File: config.mk
export PLATFORM = sky130hd
export DESIGN_NAME = hpb_host_port
export DESIGN_NICKNAME = d
export VERILOG_FILES = /design/src/hw/hpb_pkg.sv /design/src/hw/hpb_sync.sv /design/src/hw/hpb_host_port.sv
export VERILOG_INCLUDE_DIRS = /design/src /design/src/hw
export SDC_FILE = /design/constraint.sdc
export NUM_CORES = 1
export LEC_CHECK = 0
export BUFFER_PORTS_ARGS = -buffer_cell sky130_fd_sc_hd__buf_2
export CELL_PAD_IN_SITES_DETAIL_PLACEMENT = 0
export CELL_PAD_IN_SITES_GLOBAL_PLACEMENT = 2
export CORE_MARGIN = 1.5
export CORE_UTILIZATION = 33
export DETAILED_ROUTE_END_ITERATION = 10
export PLACE_DENSITY_LB_ADDON = 0.2
export REMOVE_ABC_BUFFERS = 1
export SYNTH_ARGS = -nofsm -noshare
export SYNTH_HDL_FRONTEND = slang
export SYNTH_SLANG_ARGS = --single-unit
File: constraint.sdc
create_clock -name clock -period 2.45 [get_ports clock]
set_input_delay 0.49 -clock clock [delete_from_list [all_inputs] [get_ports clock]]
set_output_delay 0.49 -clock clock [all_outputs]
set_load 0.01 [all_outputs]
File: src/hw/hpb_regs.svh
// Constants for the host port half-word handshake block
`ifndef HPB_REGS_SVH
`define HPB_REGS_SVH
// Access type codes on the two-bit select field
`define HPB_ACC_CTRL     2'h0
`define HPB_ACC_DWIN_INC 2'h1
`define HPB_ACC_ADDR     2'h2
`define HPB_ACC_DWIN     2'h3
// Half-word select values
`define HPB_HW_FIRST     1'h0
`define HPB_HW_SECOND    1'h1
// Register index of the local port register file
`define HPB_IDX_CTRL     2'h0
`define HPB_IDX_ADDR     2'h1
`define HPB_IDX_DWIN     2'h2
// Reset values
`define HPB_CTRL_RST     32'h00000000
`define HPB_ADDR_RST     32'h00000000
// Clock period and the drive lead of data before ready low
`define HPB_CLK_PERIOD_NS 50
`define HPB_DATA_LEAD_NS  50
`define HPB_DATA_LEAD_CYC ((`HPB_DATA_LEAD_NS + `HPB_CLK_PERIOD_NS - 1) / `HPB_CLK_PERIOD_NS)
`endif

File: src/hw/hpb_pkg.sv
// Types for the host port half-word handshake block
`default_nettype none
package hpb_pkg;
	// Select inputs captured at the start of an access
	typedef struct packed {
		logic [1:0] access_type_select;
		logic       read_write_select;
		logic       halfword_select;
	} hpb_sel_t;
	// Request toward the auxiliary transfer channel
	typedef struct packed {
		logic        valid;
		logic        write;
		logic [31:0] addr;
		logic [31:0] wdata;
	} hpb_aux_req_t;
	// Port state machine, gray coded along the read path
	typedef enum logic [2:0] {
		HPB_IDLE   = 3'b000,
		HPB_FETCH  = 3'b001,
		HPB_LEAD   = 3'b011,
		HPB_HOLD   = 3'b010,
		HPB_FLUSH  = 3'b110
	} hpb_state_t;
endpackage : hpb_pkg
`default_nettype wire

File: src/hw/hpb_sync.sv
// Two flip-flop synchroniser for a group of asynchronous pins
`default_nettype none
module hpb_sync #(
	parameter int WIDTH = 1
) (
	input  wire logic             clock,
	input  wire logic [WIDTH-1:0] async_in,
	output var  logic [WIDTH-1:0] sync_out
);
	logic [WIDTH-1:0] stage1;
	// First stage feeds only the second; runs through reset so pin levels are known in reset
	always_ff @(posedge clock) begin
		stage1   <= async_in;
		sync_out <= stage1;
	end
endmodule : hpb_sync
`default_nettype wire

File: src/hw/hpb_host_port.sv
// Host access port: strobe combining, capture, bus drive and ready handshake
// What this block does
// - Combined strobe low when selected, strobes differ
// - Chip select high forces ready line low
// - Pending transfer shows busy when select falls
// - First read half-word of the data window issues auxiliary read
// - That data window read holds not-ready until word loaded
// - Busy after second half of data window write/increment read
// - Other accesses never signal busy
// - Control and address accesses leave ready alone
// - Select inputs captured at address strobe fall when used, else at strobe fall
// - Address strobe fall may show busy
// - Read drives data bus after strobe falls
// - Read data valid one cycle before ready
// - Bus released after strobe rises on read
// - Write data captured at strobe rise
// - In reset ready follows chip select inverted
`include "hpb_regs.svh"
`default_nettype none
module hpb_host_port (
	input  wire logic                  clock,
	input  wire logic                  rst_n,
	input  wire logic                  port_chip_select_n,
	input  wire logic                  data_strobe_a,
	input  wire logic                  data_strobe_b,
	input  wire logic                  address_strobe_n,
	input  wire logic                  address_strobe_used,
	input  wire logic [1:0]            access_type_select,
	input  wire logic                  read_write_select,
	input  wire logic                  halfword_select,
	input  wire logic [15:0]           port_data_bus_in,
	output var  logic [15:0]           port_data_bus_out,
	output var  logic                  port_data_bus_oe_n,
	output var  logic                  port_ready_n,
	output var  hpb_pkg::hpb_aux_req_t aux_req,
	input  wire logic                  aux_done,
	input  wire logic [31:0]           aux_rdata,
	output var  logic [31:0]           port_control_reg,
	output var  logic [31:0]           port_address_reg
);
	import hpb_pkg::*;

	logic [2:0]  pins_sync;
	logic        cs_n_s;
	logic        stb_raw_s;
	logic        as_n_s;
	logic        stb_d;
	logic        as_d;
	logic [20:0] sel_pins_s;
	logic [15:0] wdata_s;
	logic        as_used_s;
	logic [31:0] flush_word;
	hpb_state_t  state;
	hpb_state_t  next_state;
	hpb_sel_t    sel;
	hpb_sel_t    pin_sel;
	logic [31:0] data_window_reg;
	logic        pending;
	logic [1:0]  lead_cnt;
	logic        drive;

	// Raw strobe combine before crossing; the XOR glitches only while pins move
	wire comb_raw = ~(data_strobe_a ^ data_strobe_b) | port_chip_select_n;

	// Cross the three control pins into the clock domain
	hpb_sync #(.WIDTH(3)) u_sync (
		.clock    (clock),
		.async_in ({port_chip_select_n, comb_raw, address_strobe_n}),
		.sync_out (pins_sync)
	);
	// Select, data and mode pins also cross; they settle before the strobe edge is seen
	hpb_sync #(.WIDTH(21)) u_sync_sel (
		.clock    (clock),
		.async_in ({address_strobe_used, access_type_select, read_write_select, halfword_select, port_data_bus_in}),
		.sync_out (sel_pins_s)
	);
	assign as_used_s = sel_pins_s[20];
	assign wdata_s   = sel_pins_s[15:0];
	assign cs_n_s    = pins_sync[2];
	assign stb_raw_s = pins_sync[1];
	assign as_n_s    = pins_sync[0];

	// Edge decode on synchronised levels
	wire combined_host_strobe = stb_raw_s | cs_n_s;
	wire stb_fall = stb_d & ~combined_host_strobe;
	wire stb_rise = ~stb_d & combined_host_strobe;
	wire as_fall  = as_used_s & as_d & ~as_n_s;

	// Select pins are stable around the strobe fall, two cycles after the pin edge
	assign pin_sel = '{sel_pins_s[19:18], sel_pins_s[17], sel_pins_s[16]};

	function automatic logic is_dwin(input logic [1:0] t);
		is_dwin = (t == `HPB_ACC_DWIN) || (t == `HPB_ACC_DWIN_INC);
	endfunction : is_dwin

	wire cur_read   = sel.read_write_select;
	wire cur_first  = sel.halfword_select == `HPB_HW_FIRST;
	wire cur_dwin   = is_dwin(sel.access_type_select);
	wire cur_inc    = sel.access_type_select == `HPB_ACC_DWIN_INC;
	wire fall_read  = pin_sel.read_write_select;
	wire fall_dwin  = is_dwin(pin_sel.access_type_select);
	wire fall_first = pin_sel.halfword_select == `HPB_HW_FIRST;
	wire start_fetch = stb_fall && fall_read && fall_dwin && fall_first;
	// Only second half of a window write or increment read leaves work behind
	wire start_flush = stb_rise && !cur_first && cur_dwin && (!cur_read || cur_inc);

	// State sequencing
	always_comb begin
		next_state = state;
		case (state)
			HPB_IDLE: begin
				if (start_fetch) next_state = HPB_FETCH;
				else if (start_flush) next_state = HPB_FLUSH;
			end
			HPB_FETCH: begin
				if (aux_done) next_state = HPB_LEAD;
			end
			HPB_LEAD: begin
				if (lead_cnt == 2'(`HPB_DATA_LEAD_CYC - 1)) next_state = HPB_HOLD;
			end
			HPB_HOLD: begin
				if (stb_rise) next_state = start_flush ? HPB_FLUSH : HPB_IDLE;
			end
			HPB_FLUSH: begin
				if (aux_done) next_state = HPB_IDLE;
			end
			default: next_state = HPB_IDLE;
		endcase
	end

	always_ff @(posedge clock) begin
		if (!rst_n) state <= HPB_IDLE;
		else state <= next_state;
	end

	// Edge history, lead counter and select capture
	always_ff @(posedge clock) begin
		if (!rst_n) begin
			stb_d    <= 1'b1;
			as_d     <= 1'b1;
			lead_cnt <= 2'h0;
			sel      <= '0;
		end else begin
			stb_d    <= combined_host_strobe;
			as_d     <= as_n_s;
			lead_cnt <= (state == HPB_LEAD) ? lead_cnt + 2'h1 : 2'h0;
			if (as_fall || (stb_fall && !as_used_s)) sel <= pin_sel;
		end
	end

	// Pending work covers the whole flush, seen at the next select or address fall
	assign pending = (state == HPB_FLUSH);

	// Registers and data window; write data taken at the strobe rise
	always_ff @(posedge clock) begin
		if (!rst_n) begin
			port_control_reg <= `HPB_CTRL_RST;
			port_address_reg <= `HPB_ADDR_RST;
			data_window_reg  <= 32'h00000000;
		end else begin
			if (state == HPB_FETCH && aux_done) data_window_reg <= aux_rdata;
			if (stb_rise && !cur_read) begin
				case (sel.access_type_select)
					`HPB_ACC_CTRL: begin
						if (cur_first) port_control_reg[15:0] <= wdata_s;
						else port_control_reg[31:16] <= wdata_s;
					end
					`HPB_ACC_ADDR: begin
						if (cur_first) port_address_reg[15:0] <= wdata_s;
						else port_address_reg[31:16] <= wdata_s;
					end
					default: begin
						if (cur_first) data_window_reg[15:0] <= wdata_s;
						else data_window_reg[31:16] <= wdata_s;
					end
				endcase
			end
			if (state == HPB_FLUSH && aux_done && cur_inc) port_address_reg <= port_address_reg + 32'h4;
		end
	end

	// Upper half lands in the window on the same edge, so a write takes it from the pins
	assign flush_word = cur_read ? data_window_reg : {wdata_s, data_window_reg[15:0]};

	// Auxiliary request stays up until the channel answers
	always_ff @(posedge clock) begin
		if (!rst_n) begin
			aux_req <= '0;
		end else if (aux_done) begin
			aux_req.valid <= 1'b0;
		end else if (start_fetch) begin
			aux_req <= '{1'b1, 1'b0, port_address_reg, 32'h00000000};
		end else if (start_flush) begin
			aux_req <= '{1'b1, !cur_read, port_address_reg, flush_word};
		end
	end

	// Read data selection
	wire [15:0] read_half =
		(sel.access_type_select == `HPB_ACC_CTRL) ? (cur_first ? port_control_reg[15:0] : port_control_reg[31:16]) :
		(sel.access_type_select == `HPB_ACC_ADDR) ? (cur_first ? port_address_reg[15:0] : port_address_reg[31:16]) :
		(cur_first ? data_window_reg[15:0] : data_window_reg[31:16]);
	wire data_ok = (state == HPB_HOLD) || (state == HPB_LEAD) || (!cur_dwin) || (!cur_first);

	// Bus drive from strobe fall to strobe rise on reads
	always_ff @(posedge clock) begin
		if (!rst_n) begin
			drive              <= 1'b0;
			port_data_bus_oe_n <= 1'b1;
			port_data_bus_out  <= 16'h0000;
		end else begin
			if (stb_fall && fall_read) drive <= 1'b1;
			else if (stb_rise) drive <= 1'b0;
			port_data_bus_oe_n <= !((drive && !stb_rise) || (stb_fall && fall_read));
			port_data_bus_out  <= read_half;
		end
	end

	// Ready: busy during fetch, lead and flush; gated by chip select
	wire busy = (state == HPB_FETCH) || (state == HPB_LEAD) || pending
		|| (start_fetch) || (data_ok == 1'b0 && drive);
	always_ff @(posedge clock) begin
		if (!rst_n) port_ready_n <= !cs_n_s;
		else if (cs_n_s) port_ready_n <= 1'b0;
		else port_ready_n <= busy;
	end
endmodule : hpb_host_port
`default_nettype wire

==> run_results.csv <==
group,metric,value,unit
run_status,status,"finished clean",
synth,syn_inst,1051,
clock_tree,path_clk_slew,0.06,ns
synth,synth-async-reset-ratio,0,%
critical_path,path_class,"reg2reg",
clock_tree,htree_num_levels,1,
place,io_buffers,207,
floorplan,placeableCoreArea,28900,µm²
global_routing,grt_max_degree,64,
synth,synth.area.top_cells,"dfxtp_1 49%, mux2i_1 7.4%, nand2_1 6.5%",
cells_and_area,drive_above_1_share,27.5,%
clock_tree,cts_tree,"yes",
power_and_ir_drop,max-vdd-ir-drop,0.432,mV
sta,period_share,87.0,%
job,drv_cap,0,
synth,synth_edf_count,0,
critical_path,crit_path_cell_trace,"nand4_1 -> or4_4 -> or2_4 -> mux2_4 -> a21oi_2",
clock_tree,clock_sinks,240,
global_routing,grt_pass1_vias,8058,
power_and_ir_drop,p_leak,4.86,nW
floorplan,die_x,175,µm
place,gp_congestion,0.825,
clock_tree,clk_latency,0.53,ns
sta,setup_viol,0,
worst_hold_path,hold_path_class,"in2reg",
synth,ys.flop_type,"dfxtp_1",
route,totalWireLength,31600,µm
sta,slew_headroom,50.1,%
floorplan,initial_utilization,33.8,%
route,first_pass_iters,4,
global_routing,overflow,0,
power_and_ir_drop,pwr_density_cell,702,nW/µm²
critical_path,cp-startpoint,"port_address_reg[10]",
cells_and_area,fillers,2925,
sta,worst_clock_skew,0.00965,ns
critical_path,arrival,2.60,ns
synth,ys_types,66,
synth,yosysMostFrequentCell,"dfxtp_1",
cells_and_area,fin_area,12200,µm²
critical_path,r2r_start,"port_address_reg[10]",
synth,ys_warn_count,0,
synth,synth-seq-cells,240,
route,drt_iter0_drc,557,
synth,synth_top_area_share,49.3,%
power_and_ir_drop,finalPower,8.55,mW
sta,worstMarginPinSlew,0.749,ns
sta,period_minus_slack,2.13,ns
critical_path,crit_path_top_delay_cell,"or4_4",
route,wire_per_inst,19.2,µm
synth,yosysTopAreaCell,"dfxtp_1",
clock_tree,postCtsSetupRepairBufs,0,
sta,rsz0062_at_grt,"no",
floorplan,die_area,30600,µm²
cells_and_area,diodes,0,
critical_path,startpoint_type,"register",
floorplan,chipHeight,175,µm
route,routed_via_density,5.05,
synth,ys_seq_area_share,49.3,%
clock_tree,clockBufferDepth,3,
route,drc,0,
clock_tree,cts_resized,0,
critical_path,path_max_fanout,9,
sta,final_hold_viol_count,0,
sta,holdWs,0.0579,ns
cells_and_area,largest_reg_flops,66,
global_routing,antenna_found_initial,0,
global_routing,track_usage,20.5,%
global_routing,grt_pass1_wl,49000,µm
place,dpl.hpwl,21800,µm
cells_and_area,syn2layout_area_growth,24.9,%
synth,synthTopCellsByCount,"240 x dfxtp_1, 168 x nand2_1, 105 x a21oi_1",
critical_path,endpoint_kind,"register",
critical_path,cp_slowest_stage_delay,0.61,ns
cells_and_area,regMostFlops,"aux_req",
floorplan,pin_count,208,
sta,maxSlewViolCount,0,
clock_tree,clockRootBuffer,"clkbuf_16",
cells_and_area,stdcell_count,1651,
synth,synthesis.area,9740,µm²
clock_tree,postCtsHoldBufs,0,
synth,syn_area_per_cell,9.27,µm²
sta,setup_tns,0,ns
place,dp.cells,1603,
sta,clock.fmax,469,MHz
route,ant_nets,0,
route,route.vias.total,8342,
worst_hold_path,worstHoldStart,"port_data_bus_in[6]",
floorplan,rows,62,
place,postPlaceCellArea,11300,µm²
critical_path,critPathRequiredTime,2.92,ns
clock_tree,cts_buffers,27,
cells_and_area,finalNetCount,1310,
## area by class of cell
cell class / count / area, µm² / area share, %
sequential: 240 / 4810 / 39.5
multi-input combinational: 714 / 4500 / 37.0
timing repair buffer: 254 / 1440 / 11.8
clock buffer: 39 / 781 / 6.41
tap: 384 / 480 / 3.95
clock inverter: 9 / 120 / 0.987
inverter: 11 / 46.3 / 0.380
## routing by layer
layer / vias up / part of all wire (%) / track usage [%]
met3: 32 / 5.0 / 3.44
li1: 4122 / - / -
met5: - / 0 / 0
met4: 0 / 1.7 / 3.74
met2: 221 / 46 / 33.9
met1: 3967 / 47 / 28.2
## kinds of logic after synthesis
kind of cell	count (synthesis)	synth area share [%]
buf+inv	97	4.89
mux	105	13.0
flops	240	49.3
compound gates	217	13.9
fa+ha+maj	2	0.257
simple gates	386	18.3
xor+xnor	4	0.360
## final timing paths
path	to	slack, ns	cells after the start
setup reg to reg	port_address_reg[18]	0.32	5
hold / removal	u_sync_sel.stage1[6]	0.06	1
setup / recovery	port_address_reg[18]	0.32	5
hold reg to reg	u_sync_sel.sync_out[8]	0.32	0
## through the flow
step / util [%] / worst slack [ns]
6_report: 42.2 / 0.319
5_1_grt: 42.2 / 0.200
4_1_cts: 42.2 / 0.340
3_5_place_dp: 39.1 / 0.357
3_3_place_gp: 39.1 / 0.361
2_1_floorplan: - / -2.06
## report_power, final
group	total [mW]	switching, mW	internal (mW)
sequential	4.05	0.0722	3.98
combinational	0.367	0.211	0.156
clock	4.13	1.62	2.51
## placed cells by master (no fill, tap or decap), types with 9 or more instances in the layout
cell,instances
a211oi_1,51
clkbuf_16,27
nand2_1,168
dfxtp_1,237
nand3_1,42
inv_1,10
buf_2,207
and3_1,9
mux2i_1,72
nand4_1,13
nor2_1,90
mux4_2,14
buf_4,43
mux2_2,17
o21ai_0,16
a31oi_1,9
a21oi_1,104
nor3_1,13
## worst max-delay path, delay by kind of cell (launching register included)
| family | cells | cell delay [ns] |
|---|---|---|
| DFF | 1 | 0.55 |
| muxes | 1 | 0.30 |
| AOI/OAI and AO/OA | 1 | 0.12 |
| and+or+nand+nor | 3 | 1.11 |
Power figures use the tool's default switching activity.
